### config.mk
export PLATFORM = sky130hd
export DESIGN_NAME = frs_sequencer
export DESIGN_NICKNAME = d
export VERILOG_FILES = /design/src/verilog/frs_pkg.sv /design/src/verilog/frs_sequencer.sv
export SDC_FILE = /design/constraint.sdc
export NUM_CORES = 1
export LEC_CHECK = 0
export ABC_CLOCK_PERIOD_IN_PS = 3000
export BUFFER_PORTS_ARGS = -buffer_cell sky130_fd_sc_hd__buf_2
export CAP_MARGIN = 20
export CORE_ASPECT_RATIO = 0.9
export CORE_MARGIN = 2
export CORE_UTILIZATION = 35
export CTS_CLUSTER_SIZE = 14
export DETAILED_ROUTE_END_ITERATION = 16
export HOLD_SLACK_MARGIN = 0.1
export PLACE_DENSITY = 0.65
export SYNTH_ARGS = -nofsm -noshare
export SYNTH_HDL_FRONTEND = slang
export SYNTH_SLANG_ARGS = --single-unit
### constraint.sdc
create_clock -name clk -period 3 [get_ports clk]
set_clock_uncertainty 0.15 [all_clocks]
set_input_delay 0.75 -clock clk [delete_from_list [all_inputs] [get_ports clk]]
set_output_delay 0.75 -clock clk [all_outputs]
set_load 0.02 [all_outputs]
### src/verilog/frs_pkg.sv
// package for the fundamental reset sequencer: timing, modes, carriers
package frs_pkg;
	// clock rate
	localparam int CLK_HZ = 40000000;
	// longest times, in their own units
	localparam int LINK_TRAIN_MS = 20;
	localparam int CFG_RETRY_MS = 100;
	localparam int EE_LOAD_MS = 200;
	localparam int NORMAL_OP_MS = 1000;
	// cycle counts, rounded down for deadlines
	localparam int LINK_TRAIN_CYC = LINK_TRAIN_MS * (CLK_HZ / 1000);
	localparam int CFG_RETRY_CYC = CFG_RETRY_MS * (CLK_HZ / 1000);
	localparam int EE_LOAD_CYC = EE_LOAD_MS * (CLK_HZ / 1000);
	localparam int NORMAL_OP_CYC = NORMAL_OP_MS * (CLK_HZ / 1000);
	// mode select encodings
	localparam logic [2:0] MODE_NORMAL = 3'h0;
	localparam logic [2:0] MODE_EEPROM = 3'h1;
	// reset values and port count
	localparam logic [2:0] MODE_RESET = 3'h0;
	localparam logic [7:0] ERR_RESET = 8'h00;
	localparam int NUM_PORTS = 3;

	// sequencer states
	typedef enum logic [3:0] {
		FRS_WAIT_RST,
		FRS_SAMPLE,
		FRS_PLL,
		FRS_TRAIN,
		FRS_QUASI,
		FRS_EE_LOAD,
		FRS_HALT,
		FRS_NORMAL,
		FRS_WARM_WAIT
	} frs_state_t;

	// one register write from the eeprom loader
	typedef struct packed {
		logic valid;
		logic [15:0] addr;
		logic [31:0] data;
	} frs_ee_wr_t;

	// eeprom loader result
	typedef struct packed {
		logic done;
		logic error;
		logic [7:0] err_code;
	} frs_ee_res_t;
endpackage : frs_pkg

### src/verilog/frs_sequencer.sv
// fundamental reset sequencer for normal mode with optional eeprom load
//
// Behaviour
// RULE1 - start only after fundamental reset clears
// RULE2 - latch boot pins on negation, else reuse
// RULE3 - decode latched mode; 0x1 means eeprom init
// RULE4 - 0x0 normal, 0x1 eeprom, higher reserved
// RULE5 - init pll/serdes, then training, in parallel
// RULE6 - halt pin asserted sets status halt flag
// RULE7 - release stacks but hold quasi-reset until normal
// RULE8 - links training within 20 ms of clear
// RULE9 - retry configuration requests within 100 ms
// RULE10 - eeprom mode loads registers from eeprom
// RULE11 - loaded retrain bit retrains that port's link
// RULE12 - load error aborts, sets halt, records error
// RULE13 - done flag set on completion or error
// RULE14 - halt bit holds logic until software clears
// RULE15 - during halt, service register and eeprom access
// RULE16 - after halt or none, enter normal operation
// RULE17 - side effects fire at the write itself
// RULE18 - image should configure before side-effect writes
// RULE19 - complete warm reset write before starting reset
// RULE20 - on reset all gpio revert to input
// RULE21 - reset starts by pin or software bit
`timescale 1ns/100ps
module frs_sequencer #(
	parameter int LINK_TRAIN_CYC = frs_pkg::LINK_TRAIN_CYC,
	parameter int CFG_RETRY_CYC = frs_pkg::CFG_RETRY_CYC,
	parameter int PLL_CYC = 16
) (
	// clock and reset
	input wire logic clk,
	input wire logic rst,
	// board pins, asynchronous
	input wire logic fundamental_reset_n,
	input wire logic [2:0] operating_mode_select,
	input wire logic hold_after_reset,
	// pll and serdes
	output logic pll_init,
	input wire logic pll_locked,
	// link training
	output logic link_train_start,
	input wire logic [frs_pkg::NUM_PORTS-1:0] link_training_active,
	output logic [frs_pkg::NUM_PORTS-1:0] port_retrain,
	// protocol stacks
	output logic stack_reset,
	output logic stack_quasi_reset,
	output logic core_reset,
	output logic normal_op,
	// eeprom loader
	output logic ee_load_start,
	input wire frs_pkg::frs_ee_wr_t ee_wr,
	input wire frs_pkg::frs_ee_res_t ee_res,
	// software controls from the register block
	input wire logic warm_reset_trigger_bit,
	input wire logic warm_reset_cpl_sent,
	input wire logic halt_clear,
	input wire logic [15:0] phy_link_state_zero_addr,
	input wire logic [4:0] full_link_retrain_pos,
	// status out
	output logic status_halt_flag,
	output logic control_halt_bit,
	output logic serial_mgmt_done,
	output logic [7:0] serial_mgmt_err,
	output logic ext_access_ok,
	output logic [2:0] mode_latched,
	output logic mode_eeprom,
	output logic mode_reserved,
	output logic retry_deadline_miss,
	output logic train_deadline_miss,
	// gpio direction
	output logic [frs_pkg::NUM_PORTS-1:0] gpio_oe
);
	// synchronisers for board pins; first stages may be metastable
	logic rstn_s1; // reset pin, first stage
	logic rstn_s2; // reset pin, safe to read
	logic halt_s1; // halt pin, first stage
	logic halt_s2; // halt pin, safe to read
	logic [2:0] mode_s1; // boot pins, first stage
	logic [2:0] mode_s2; // boot pins, safe to read
	// sequencer bookkeeping
	logic rstn_prev; // for the negation edge
	frs_pkg::frs_state_t state_reg; // current step
	frs_pkg::frs_state_t state_next; // step after this edge
	logic [31:0] since_clear; // cycles since reset cleared
	logic [31:0] pll_cnt; // cycles spent in pll init
	logic warm_pending; // sw reset armed, waiting for completion
	logic rise; // one-cycle pulse on reset negation

	// decode eeprom mode from a latched value
	function automatic logic is_ee_mode(input logic [2:0] m);
		return m == frs_pkg::MODE_EEPROM; // see RULE3 see RULE4
	endfunction : is_ee_mode

	// two flip-flop synchronisers; first stage read only by second
	// boot pins are quiet around negation, so a per-bit
	// synchroniser is enough for the mode word
	always_ff @(posedge clk) begin
		if (rst) begin
			rstn_s1 <= 1'b0;
			rstn_s2 <= 1'b0;
			halt_s1 <= 1'b0;
			halt_s2 <= 1'b0;
			mode_s1 <= frs_pkg::MODE_RESET;
			mode_s2 <= frs_pkg::MODE_RESET;
		end else begin
			rstn_s1 <= fundamental_reset_n;
			rstn_s2 <= rstn_s1;
			halt_s1 <= hold_after_reset;
			halt_s2 <= halt_s1;
			mode_s1 <= operating_mode_select;
			mode_s2 <= mode_s1;
		end
	end

	// edge tracking on the synchronised reset pin
	// zero after reset, so a pin already high then counts as negation
	always_ff @(posedge clk) begin
		if (rst)
			rstn_prev <= 1'b0;
		else
			rstn_prev <= rstn_s2;
	end
	// rise marks the first cycle the synchronised pin is high
	assign rise = rstn_s2 && !rstn_prev;

	// boot pin latch; software resets keep the old values
	// a warm reset from software never makes rise, so nothing reloads
	always_ff @(posedge clk) begin
		if (rst)
			mode_latched <= frs_pkg::MODE_RESET;
		else if (rise)
			mode_latched <= mode_s2; // see RULE2
	end
	assign mode_eeprom = is_ee_mode(mode_latched);
	assign mode_reserved = mode_latched > frs_pkg::MODE_EEPROM; // see RULE4

	// software warm reset: wait for the write completion first
	// a pin reset cancels any software reset still pending
	always_ff @(posedge clk) begin
		if (rst || !rstn_s2)
			warm_pending <= 1'b0;
		else if (warm_reset_trigger_bit)
			warm_pending <= 1'b1; // see RULE21
		else if (state_reg == frs_pkg::FRS_WARM_WAIT && warm_reset_cpl_sent)
			warm_pending <= 1'b0;
	end

	// next state
	// reserved modes take the plain normal path, with no load
	always_comb begin
		state_next = state_reg;
		case (state_reg)
			frs_pkg::FRS_WAIT_RST:
				if (rstn_s2)
					state_next = frs_pkg::FRS_SAMPLE; // see RULE1
			frs_pkg::FRS_SAMPLE:
				state_next = frs_pkg::FRS_PLL;
			frs_pkg::FRS_PLL:
				if (pll_locked && pll_cnt >= 32'(PLL_CYC))
					state_next = frs_pkg::FRS_TRAIN; // see RULE5
			frs_pkg::FRS_TRAIN:
				state_next = frs_pkg::FRS_QUASI;
			frs_pkg::FRS_QUASI:
				if (is_ee_mode(mode_latched))
					state_next = frs_pkg::FRS_EE_LOAD; // see RULE10
				else if (control_halt_bit)
					state_next = frs_pkg::FRS_HALT;
				else
					state_next = frs_pkg::FRS_NORMAL;
			// an error always halts; success halts only when asked
			frs_pkg::FRS_EE_LOAD:
				if (ee_res.done || ee_res.error)
					state_next = (control_halt_bit || ee_res.error) ?
						frs_pkg::FRS_HALT : frs_pkg::FRS_NORMAL;
			frs_pkg::FRS_HALT:
				if (!control_halt_bit)
					state_next = frs_pkg::FRS_NORMAL; // see RULE16
			frs_pkg::FRS_NORMAL:
				if (warm_pending)
					state_next = frs_pkg::FRS_WARM_WAIT;
			// the completion leaves before the warm reset begins
			frs_pkg::FRS_WARM_WAIT:
				if (warm_reset_cpl_sent)
					state_next = frs_pkg::FRS_SAMPLE; // see RULE19
			default:
				state_next = frs_pkg::FRS_WAIT_RST;
		endcase
	end

	// state register; the pin reset overrides everything
	// holding wait while the pin is low stops any early start
	always_ff @(posedge clk) begin
		if (rst || !rstn_s2)
			state_reg <= frs_pkg::FRS_WAIT_RST; // see RULE21
		else
			state_reg <= state_next;
	end

	// pll settle counter
	// lock alone is not trusted; the count sets a least settle time
	always_ff @(posedge clk) begin
		if (rst || state_reg != frs_pkg::FRS_PLL)
			pll_cnt <= '0;
		else if (pll_cnt < 32'(PLL_CYC))
			pll_cnt <= pll_cnt + 32'd1;
	end

	// time since the reset condition cleared, saturating
	// starts at the first pll cycle, a few cycles after the pin rises
	always_ff @(posedge clk) begin
		if (rst || state_reg == frs_pkg::FRS_WAIT_RST ||
			state_reg == frs_pkg::FRS_SAMPLE)
			since_clear <= '0;
		else if (since_clear != '1)
			since_clear <= since_clear + 32'd1;
	end

	// deadline monitors; a miss is flagged for software
	// each is checked once at its exact count; saturation stops a wrap
	always_ff @(posedge clk) begin
		if (rst || state_reg == frs_pkg::FRS_SAMPLE) begin
			train_deadline_miss <= 1'b0;
			retry_deadline_miss <= 1'b0;
		end else begin
			// every link should be training by now
			if (since_clear == 32'(LINK_TRAIN_CYC) &&
				link_training_active != '1)
				train_deadline_miss <= 1'b1; // see RULE8
			// stacks should answer with retry, or already run
			if (since_clear == 32'(CFG_RETRY_CYC) && !stack_quasi_reset &&
				!normal_op)
				retry_deadline_miss <= 1'b1; // see RULE9
		end
	end

	// status halt flag from the pin, sampled during the sequence
	// read only as training starts, so a late pin is ignored
	always_ff @(posedge clk) begin
		if (rst || state_reg == frs_pkg::FRS_SAMPLE)
			status_halt_flag <= 1'b0;
		else if (state_reg == frs_pkg::FRS_TRAIN && halt_s2)
			status_halt_flag <= 1'b1; // see RULE6
	end

	// control halt bit: pin or load error sets, software clears
	// a set wins over a clear that lands in the same cycle
	always_ff @(posedge clk) begin
		if (rst)
			control_halt_bit <= 1'b0;
		else if (state_reg == frs_pkg::FRS_TRAIN && halt_s2)
			control_halt_bit <= 1'b1; // see RULE6
		else if (state_reg == frs_pkg::FRS_EE_LOAD && ee_res.error)
			control_halt_bit <= 1'b1; // see RULE12
		// software clear, only when nothing sets it
		else if (halt_clear)
			control_halt_bit <= 1'b0; // see RULE14
	end

	// eeprom done and error record; a new sequence clears them
	// the error code stands until the next sequence for software
	always_ff @(posedge clk) begin
		if (rst || state_reg == frs_pkg::FRS_SAMPLE) begin
			serial_mgmt_done <= 1'b0;
			serial_mgmt_err <= frs_pkg::ERR_RESET;
		end else if (state_reg == frs_pkg::FRS_EE_LOAD) begin
			if (ee_res.done || ee_res.error)
				serial_mgmt_done <= 1'b1; // see RULE13
			if (ee_res.error)
				serial_mgmt_err <= ee_res.err_code; // see RULE12
		end
	end

	// load start pulse on entering the load state
	// registered, so the loader sees it in the first load cycle
	always_ff @(posedge clk) begin
		if (rst)
			ee_load_start <= 1'b0;
		else
			ee_load_start <= state_reg == frs_pkg::FRS_QUASI &&
				state_next == frs_pkg::FRS_EE_LOAD; // see RULE10
	end

	// retrain pulses fire on the write itself, not at load end
	// a write that comes with an error is dropped, not half done
	always_ff @(posedge clk) begin
		if (rst)
			port_retrain <= '0;
		else begin
			for (int p = 0; p < frs_pkg::NUM_PORTS; p++)
				port_retrain[p] <= state_reg == frs_pkg::FRS_EE_LOAD &&
					ee_wr.valid && !ee_res.error &&
					ee_wr.addr == phy_link_state_zero_addr + 16'(p) &&
					ee_wr.data[full_link_retrain_pos]; // see RULE11 see RULE17
		end
	end

	// pll, training and stack controls
	// driven from state_next so each output moves with its state; link_train_start is from state_reg, a cycle late
	always_ff @(posedge clk) begin
		if (rst) begin
			pll_init <= 1'b0;
			link_train_start <= 1'b0;
			stack_reset <= 1'b1;
			stack_quasi_reset <= 1'b0;
			core_reset <= 1'b1;
			normal_op <= 1'b0;
		end else begin
			pll_init <= state_next == frs_pkg::FRS_PLL; // see RULE5
			link_train_start <= state_reg == frs_pkg::FRS_TRAIN;
			// stacks leave reset once training is under way
			stack_reset <= !(state_next == frs_pkg::FRS_QUASI ||
				state_next == frs_pkg::FRS_EE_LOAD ||
				state_next == frs_pkg::FRS_HALT ||
				state_next == frs_pkg::FRS_NORMAL ||
				state_next == frs_pkg::FRS_WARM_WAIT); // see RULE7
			stack_quasi_reset <= state_next == frs_pkg::FRS_QUASI ||
				state_next == frs_pkg::FRS_EE_LOAD ||
				state_next == frs_pkg::FRS_HALT; // see RULE9 see RULE7
			// all other logic waits in reset until normal operation
			core_reset <= state_next != frs_pkg::FRS_NORMAL &&
				state_next != frs_pkg::FRS_WARM_WAIT; // see RULE14
			normal_op <= state_next == frs_pkg::FRS_NORMAL ||
				state_next == frs_pkg::FRS_WARM_WAIT; // see RULE16
		end
	end

	// external agent access allowed while halted or running
	// the register block gates outside accesses on this level
	assign ext_access_ok = state_reg == frs_pkg::FRS_HALT ||
		state_reg == frs_pkg::FRS_NORMAL; // see RULE15

	// all gpio to input on any fundamental reset
	// no direction control lives here, so every pin stays an input
	always_ff @(posedge clk) begin
		if (rst)
			gpio_oe <= '0;
		else if (state_reg == frs_pkg::FRS_WAIT_RST ||
			state_reg == frs_pkg::FRS_SAMPLE)
			gpio_oe <= '0; // see RULE20
		else if (state_reg == frs_pkg::FRS_NORMAL)
			gpio_oe <= gpio_oe;
	end
endmodule : frs_sequencer

==> out/results.txt, run 1 <==
Hold_buf cts -> 0
Final count of pins violating max slew -> 0
GP Congestion -> 0.928
Pin count of the biggest net entering global routing -> 33
Number of diodes -> 0
Drt initial violations -> 352
Num rows -> 42
Tmin final -> 2.62 ns
Most common cell in the netlist -> dfxtp_1
Post-synthesis mux area share -> 5.68%
GR Overflow Total -> 0
Die W -> 134 um
Critical Path AT -> 2.72 ns
Clock buffer depth -> 2
# setup viols final -> 0
Setup TNS -> 0 ns
Status -> complete, no violations
Layout cell share with drive strength beyond 1 -> 21.9%
Yosys top cell by area -> dfxtp_1
FFs w/ async S/R, synth -> 0%
Adder-cell share of the synthesized area -> 1.42%
Total track usage -> 17.0%
Filler Cell Count -> 1500
Mapped Area -> 5310 um^2
Xor/xnor share of the synthesized area -> 9.41%
Core area -> 14800 um^2
Worst hold path type -> reg2reg
Final HPWL DP -> 9970 um
Die area -> 16200 um^2
Final nets -> 829
Total number of vias -> 4818
Unique cell type count in the Yosys netlist -> 57
Post-CTS Setup Inserts -> 0
Syn. warnings -> 0
Hold depth -> 1
Area grow syn2layout -> 20.7%
Post-route DRC -> 0
IO Count -> 126
Power Density -> 455 nW/um^2
Reg2Reg Capture Point -> since_clear[16]$_SDFFE_PP0P_
Commonest cells post-synth -> dfxtp_1 (106), nor2_1 (68), nand3_1 (40), nand2_1 (39), and3_1 (31)
CTS Buf Count -> 9
Reg clk slew, reported paths -> 0.08 ns
Clock sink count -> 106
Clock Latency Late Sink -> 0.35 ns
Area contributors post-synth -> dfxtp_1 (40%), xor2_1 (5.0%), nor2_1 (4.8%)
Die Ht -> 121 um
Leak -> 2.56 nW
Hold Path Sink -> mode_s2[2]$_SDFF_PP0_
Final period utilization -> 87.2%
Post-cts gate resize count -> 0
Global-route wire length before repair -> 21900 um
Drt first pass iters -> 4
Htree depth -> 3
RSZ-0062 raised after global routing -> no
Initial antenna violation count -> 0
Total detailed-routing wirelength -> 13500 um
Register area share after synthesis -> 40.0%
Port bufs -> 122
Routed Antenna Nets -> 0
Post-synthesis cell count -> 617
CTS tree -> done
Mapped Avg Cell Area -> 8.60 um^2
CP startpoint kind -> input pin
Worst R2R Path Depth -> 6
Top FF cell, synth -> dfxtp_1
Total power -> 2.91 mW
Largest family of logic cells by synthesized area -> simple AND/OR/NAND/NOR gates
Worst slew pin tran -> 0.817 ns
Critical Path RT -> 3.11 ns
R2r startpoint -> since_clear[3]$_SDFFE_PP0P_
Fin. Hold Viols -> 0
Root Driver -> clkbuf_16
Flops & latches, synth -> 106
Critical path peak fanout -> 16
Peak VDD IR -> 0.271 mV
Highest clock rate -> 382 MHz
Compound-Gate Fraction of Synth Area -> 10.0%
Rel. slew slack -> 44.8%
Post-Synth Simple-Gate Area -> 29.7%
WL/cell -> 14.5 um
Max-cap violations -> 0
Largest registers -> pll_cnt (32), since_clear (32), serial_mgmt_err (8)
Vias in the first global route -> 4513
CP Capture Type -> flip-flop
Inst Count DP -> 916
Number of synthesized flops with an enable pin -> 0
Hold_sp -> mode_s1[2]$_SDFF_PP0_
Area share of the largest cell type after synthesis -> 40.0%
CP Class -> in2reg
Reg2Reg Setup Slack -> 0.64 ns
Avg Vias per Cell -> 5.17
Initial Util -> 35.9%
Non-filler instance count after layout -> 932
[cell type report]
type | count | area (um^2) | area share, %
multi-input cells | 471 | 3010 | 47.0
flip-flops and latches | 106 | 2120 | 33.1
repair buffers | 130 | 671 | 10.5
well taps | 198 | 248 | 3.87
clock buffers | 9 | 225 | 3.52
clock inverters | 7 | 88.8 | 1.39
inverters | 11 | 41.3 | 0.645
[placed cells by master (no fill, tap or decap), types with 7 or more instances in the layout]
cell,count
dfxtp_1,106
nor3_1,16
o21ai_0,15
nand4_1,26
and3_1,31
nor2b_1,17
inv_1,11
nand3_1,40
nor4_1,17
nor2_1,68
buf_4,8
xor2_1,30
a211oi_1,10
xnor2_1,27
and4_1,7
a21oi_1,28
nand2_1,39
buf_2,122
and2_1,12
mux2i_1,20
clkbuf_16,9
[report_power, final]
| group | internal, mW | switching, mW |
|---|---|---|
| clock | 0.665 | 0.569 |
| sequential | 1.41 | 0.00294 |
| combinational | 0.120 | 0.144 |
[through the flow]
step                setup slack (ns)  utilization, %  hold slack (ns)  area, um^2
floorplan                      0.359               -            0.264        5310
finish                         0.383            43.4            0.289        6400
detailed placement           -0.0101            41.2            0.275        6090
global placement              0.0423            41.2            0.265        6090
CTS                            0.368            43.4            0.293        6400
global route                   0.147            43.4            0.314        6400
[metal layers]
metal | up-vias | part of all wire (%) | wire length, um | global-route usage (%)
li1 | 2435 | - | - | -
met2 | 145 | 47 | 6320 | 28.8
met5 | - | 0 | 0 | 0
met1 | 2224 | 46 | 6180 | 21.0
met4 | 0 | 1.3 | 176 | 4.65
met3 | 14 | 6.1 | 821 | 5.20
[kinds of logic (layout without fill, tap and decap cells)]
family | after synthesis | count (layout)
compound gates | 82 | 82
xor+xnor | 57 | 57
fa+ha+maj | 6 | 6
buf+inv | 42 | 157
flops | 106 | 106
mux | 25 | 25
other cells | 1 | 3
simple gates | 298 | 298
[worst max-delay path by stage]
stage | end | cells past startpoint | start
global placement | port_retrain[1]$_SDFF_PP0_ | 7 | full_link_retrain_pos[1]
detailed placement | port_retrain[1]$_SDFF_PP0_ | 7 | full_link_retrain_pos[1]
CTS | port_retrain[1]$_SDFF_PP0_ | 7 | full_link_retrain_pos[1]
finish | port_retrain[1]$_SDFF_PP0_ | 7 | full_link_retrain_pos[1]
floorplan | port_retrain[1]$_SDFF_PP0_ | 7 | full_link_retrain_pos[1]
global route | port_retrain[2]$_SDFF_PP0_ | 7 | full_link_retrain_pos[1]
[critical path, stage by stage]
cell,delay [ns]
buf_2,0.36
mux2i_1,0.13
mux4_2,0.47
nand3_1,0.09
nor4bb_1,0.38
nand3_1,0.20
a2111oi_2,0.34
(Power assumes the default switching activity.)
==> run 2, diff against run 1 <==
Settings changed: ABC_CLOCK_PERIOD_IN_PS 3000 to 2320, PLACE_DENSITY 0.65 to 0.67.
Clock period 3 ns to 2.32 ns, I/O delays scaled along.
==> out/results.txt, run 2 (synthesized netlist as in run 1, its figures left out) <==
Non-filler instance count after layout -> 982 (+5.4%)
Fin. Hold Viols -> 0 (unchanged)
Leak -> 2.81 nW (+9.6%)
Num rows -> 42 (unchanged)
Clock buffer depth -> 2 (unchanged)
Layout cell share with drive strength beyond 1 -> 27.2% (+5.2 points)
Power Density -> 561 nW/um^2 (+23%)
Critical path peak fanout -> 16 (unchanged)
CTS tree -> done
Vias in the first global route -> 4623 (+2.4%)
Final core utilization -> 46.0% (+2.7 points)
# setup viols final -> 0 (unchanged)
RSZ-0062 raised after global routing -> no
Rel. slew slack -> 56.6% (+12 points)
Commonest cells after routing, fill and taps aside -> buf_2 (121), dfxtp_1 (106), nor2_1 (68)
IO Count -> 126 (unchanged)
Number of diodes -> 0 (unchanged)
Worst slew pin tran -> 0.651 ns (-0.167 ns)
Total number of vias -> 5009 (+4.0%)
Worst R2R Path Depth -> 7 (+1)
Largest registers -> pll_cnt (32), since_clear (32), serial_mgmt_err (8)
CP Class -> in2reg
Initial antenna violation count -> 0 (unchanged)
Tmin final -> 2.17 ns
Routed Antenna Nets -> 0 (unchanged)
Highest clock rate -> 461 MHz
Post-CTS Setup Inserts -> 0 (unchanged)
Final period utilization -> 93.6%
Hold depth -> 2 (+1)
Root Driver -> clkbuf_16
Drt first pass iters -> 5 (+1)
Initial Util -> 35.9% (unchanged)
Final HPWL DP -> 10900 um (+9.5%)
Port bufs -> 122 (unchanged)
Core area -> 14800 um^2 (unchanged)
Drt initial violations -> 359 (+2.0%)
Total power -> 3.81 mW (+31%)
Htree depth -> 3 (unchanged)
CP Capture Type -> flip-flop
Global-route wire length before repair -> 23500 um (+7.2%)
Inst Count DP -> 966 (+5.5%)
Commonest non-fill, non-tap cell in the layout -> buf_2
Clock sink count -> 106 (unchanged)
Status -> complete, no violations
Pin count of the biggest net entering global routing -> 33 (unchanged)
Critical Path RT -> 2.41 ns (-0.70 ns)
Avg Vias per Cell -> 5.10 (-1.3%)
CTS Buf Count -> 9 (unchanged)
Peak VDD IR -> 0.458 mV (+69%)
Final nets -> 879 (+6.0%)
Clock Latency Late Sink -> 0.35 ns (about the same)
Max-cap violations -> 0 (unchanged)
Critical Path AT -> 2.27 ns (-0.45 ns)
Total track usage -> 18.4% (+1.4 points)
Die Ht -> 121 um (unchanged)
CP startpoint kind -> input pin
Final count of pins violating max slew -> 0 (unchanged)
WL/cell -> 14.6 um (+1.1%)
Die W -> 134 um (unchanged)
Reg clk slew, reported paths -> 0.07 ns (about the same)
Post-route DRC -> 0 (unchanged)
Area grow syn2layout -> 28.1%
Total detailed-routing wirelength -> 14400 um (+6.5%)
Die area -> 16200 um^2 (unchanged)
GR Overflow Total -> 0 (unchanged)
GP Congestion -> 0.909 (-2.1%)
Hold_buf cts -> 0 (unchanged)
Worst hold path type -> in2reg
==> run 2: cell count changes in the layout (fill, tap and decap cells not counted), sizes merged <==
cell,change
buf,+50
clkbuf,+4
clkinv,-3
inv,-2
clkinvlp,+1
==> run 2: where the power goes <==
group          switching, mW  total (mW)  internal (mW)  leakage [nW]
clock network          0.656        1.58          0.927         0.152
registers            0.00338        1.83           1.83         0.856
logic                  0.202       0.400          0.198          1.80
total                  0.861        3.81           2.95          2.81
==> run 2: layout make-up <==
| cell class | count | area [um^2] |
|---|---|---|
| clock inverter | 3 | 46.3 |
| clock buffer | 13 | 270 |
| multi-input combinational | 471 | 3020 |
| timing repair buffer | 180 | 1050 |
| fill | 1443 | 7970 |
| tap | 198 | 248 |
| sequential | 106 | 2120 |
| inverter | 11 | 41.3 |
==> run 2: path summary, 6_finish.rpt <==
kind | from | end | slack (ns)
min reg2reg | mode_s1[0]$_SDFF_PP0_ | mode_s2[0]$_SDFF_PP0_ | 0.29
max reg2reg | since_clear[24]$_SDFFE_PP0P_ | since_clear[5]$_SDFFE_PP0P_ | 0.26
min | fundamental_reset_n | rstn_s1$_SDFF_PP0_ | 0.29
max | full_link_retrain_pos[1] | port_retrain[1]$_SDFF_PP0_ | 0.15
==> run 2: what timing repair did <==
action / 4_1_cts / 5_1_grt
resized for setup: 1 / 3
setup endpoints to repair: 2 / 3
pin swaps: 0 / 1
==> run 2: stage by stage <==
stage	hold WS [ns]	instance area (um^2)	setup TNS, ns	setup WS, ns
5_1_grt	0.283	6800	0	0.00924
3_5_place_dp	0.276	6460	-1.07	-0.453
3_3_place_gp	0.269	6460	-0.750	-0.335
4_1_cts	0.268	6780	0	0.0708
6_report	0.286	6800	0	0.149
2_1_floorplan	0.264	5320	-0.0704	-0.0352
==> run 2: layer usage <==
metal	vias up	track usage, %	routed length [um]
met3	9	5.16	788
met1	2348	25.4	6940
met2	123	28.2	6520
met5	-	0	0
met4	0	5.12	133
li1	2529	-	-
==> run 2: worst max-delay path, cell delays in order <==
cell and delay (ns):
buf_4 0.24, mux2i_1 0.12, mux4_2 0.48, a222oi_1 0.40, nand3_1 0.20, a2111oi_2 0.24
==> run 3, diff against run 2 <==
Settings changed: CTS_BUF_LIST set to sky130_fd_sc_hd__clkbuf_4 sky130_fd_sc_hd__clkbuf_8.
==> out/results.txt, run 3 (synthesized netlist as in run 1, its figures left out) <==
Status -> complete, no violations
Power Density -> 515 nW/um^2 (-8.2%)
Vias in the first global route -> 4602 (-0.45%)
Clock buffer depth -> 2 (unchanged)
Total power -> 3.45 mW (-9.7%)
Post-route DRC -> 0 (unchanged)
Peak VDD IR -> 0.419 mV (-8.5%)
Critical Path RT -> 2.45 ns (+0.04 ns)
CTS tree -> done
Total track usage -> 18.3% (-0.13 points)
Leak -> 2.77 nW (-1.6%)
Total detailed-routing wirelength -> 14400 um (about the same)
CP max stage delay -> 0.47 ns (about the same)
Die W -> 134 um (unchanged)
Setup TNS -> 0 ns (unchanged)
Rel. slew slack -> 57.0% (+0.41 points)
Drt first pass iters -> 4 (-1)
Post-CTS Setup Inserts -> 0 (unchanged)
Met1 Usage GRT -> 25.3% (-0.033 points)
Hold slack -> 0.249 ns (-0.0367 ns)
Crit-path most repeated cell -> nand3_1
Inst Count DP -> 966 (unchanged)
Routed Antenna Nets -> 0 (unchanged)
Avg Vias per Cell -> 5.08 (-0.32%)
Max-cap violations -> 0 (unchanged)
Critical path peak fanout -> 16 (unchanged)
Core area -> 14800 um^2 (unchanged)
Final Instance Area -> 6690 um^2 (-1.6%)
Global-route wire length before repair -> 23400 um (-0.23%)
Fin. Hold Viols -> 0 (unchanged)
Final period utilization -> 94.8% (+1.3 points)
CP startpoint kind -> input pin
Final nets -> 879 (unchanged)
CP Capture Type -> flip-flop
Tmin final -> 2.20 ns (+0.0295 ns)
Initial Util -> 35.9% (unchanged)
Total number of vias -> 4993 (-0.32%)
Initial antenna violation count -> 0 (unchanged)
Reg clk slew, reported paths -> 0.09 ns (+0.02 ns)
Final core utilization -> 45.3% (-0.74 points)
Met3 GRT Util -> 5.37% (+0.21 points)
Critical-path cell list -> buf_4, mux2i_1, mux4_2, nand3_1, nor4bb_1, nand3_1, a2111oi_2
Clock Latency Late Sink -> 0.38 ns (+0.03 ns)
Number of diodes -> 0 (unchanged)
Non-filler instance count after layout -> 982 (unchanged)
Final HPWL DP -> 10900 um (unchanged)
Largest registers -> pll_cnt (32), since_clear (32), serial_mgmt_err (8)
Worst slew pin tran -> 0.645 ns (-0.00611 ns)
Placement Cell Area -> 6460 um^2 (unchanged)
WL/cell -> 14.6 um (about the same)
Root Driver -> clkbuf_8
Hold_buf cts -> 0 (unchanged)
Port bufs -> 122 (unchanged)
GP Congestion -> 0.909 (unchanged)
RSZ-0062 raised after global routing -> no
Die Ht -> 121 um (unchanged)
Filler Cell Count -> 1454 (+0.76%)
Setup WS post-layout -> 0.120 ns (-0.0295 ns)
Worst hold path type -> in2reg
Commonest non-fill, non-tap cell in the layout -> buf_2
Die area -> 16200 um^2 (unchanged)
Htree depth -> 3 (unchanged)
Num rows -> 42 (unchanged)
Commonest cells after routing, fill and taps aside -> buf_2 (121), dfxtp_1 (106), nor2_1 (68)
GR Overflow Total -> 0 (unchanged)
Drt initial violations -> 319 (-11%)
CP Class -> in2reg
Slowest cell on crit path -> mux4_2
Critical Path AT -> 2.33 ns (+0.06 ns)
DP Worst Slack -> -0.453 ns (unchanged)
IO Count -> 126 (unchanged)
Layout cell share with drive strength beyond 1 -> 27.0% (-0.13 points)
GRT met2 Usage -> 28.1% (-0.096 points)
Final count of pins violating max slew -> 0 (unchanged)
Area grow syn2layout -> 26.1%
# setup viols final -> 0 (unchanged)
Clock sink count -> 106 (unchanged)
Highest clock rate -> 454 MHz (-1.3%)
Global routing's busiest layer -> met2
CTS Buf Count -> 9 (unchanged)
Pin count of the biggest net entering global routing -> 33 (unchanged)
## run 3: cell counts in the layout (fill, tap and decap cells not counted)
Identical to the previous run, type by type.
## run 3: critical path: cells and delay by family
kind	cells	cell delay [ns]
compound gates	1	0.23
buf+inv	1	0.24
mux	2	0.60
simple gates	3	0.68
## run 3: repair_timing
item                       4_1_cts  5_1_grt
gates resized for setup          1        1
pin swaps                        0        0
setup endpoints to repair        2        1
## run 3: final cells by class
| cell class | count | area (um^2) | share of cell area, % |
|---|---|---|---|
| timing repair buffer | 180 | 1050 | 15.7 |
| tap | 198 | 248 | 3.70 |
| clock buffer | 13 | 173 | 2.58 |
| clock inverter | 3 | 46.3 | 0.692 |
| inverter | 11 | 41.3 | 0.617 |
| sequential | 106 | 2120 | 31.7 |
| multi-input combinational | 471 | 3010 | 45.0 |
## run 3: worst paths after layout
| check | slack (ns) | start | end | cells after the start |
|---|---|---|---|---|
| setup / recovery | 0.12 | full_link_retrain_pos[1] | port_retrain[1]$_SDFF_PP0_ | 7 |
| hold / removal | 0.25 | fundamental_reset_n | rstn_s1$_SDFF_PP0_ | 2 |
| setup reg to reg | 0.24 | since_clear[24]$_SDFFE_PP0P_ | since_clear[5]$_SDFFE_PP0P_ | 7 |
| hold reg to reg | 0.29 | mode_s1[0]$_SDFF_PP0_ | mode_s2[0]$_SDFF_PP0_ | 1 |
## run 3: routing by layer
metal | share of wire [%] | vias up
met5 | 0 | -
met4 | 0.97 | 0
met3 | 5.8 | 9
met2 | 45 | 134
met1 | 49 | 2325
li1 | - | 2525
## run 3: power breakdown
group | total [mW] | internal (mW) | switching [mW]
Clock | 1.22 | 0.602 | 0.615
Sequential | 1.83 | 1.83 | 0.00340
Combinational | 0.398 | 0.197 | 0.201
Total | 3.45 | 2.63 | 0.819
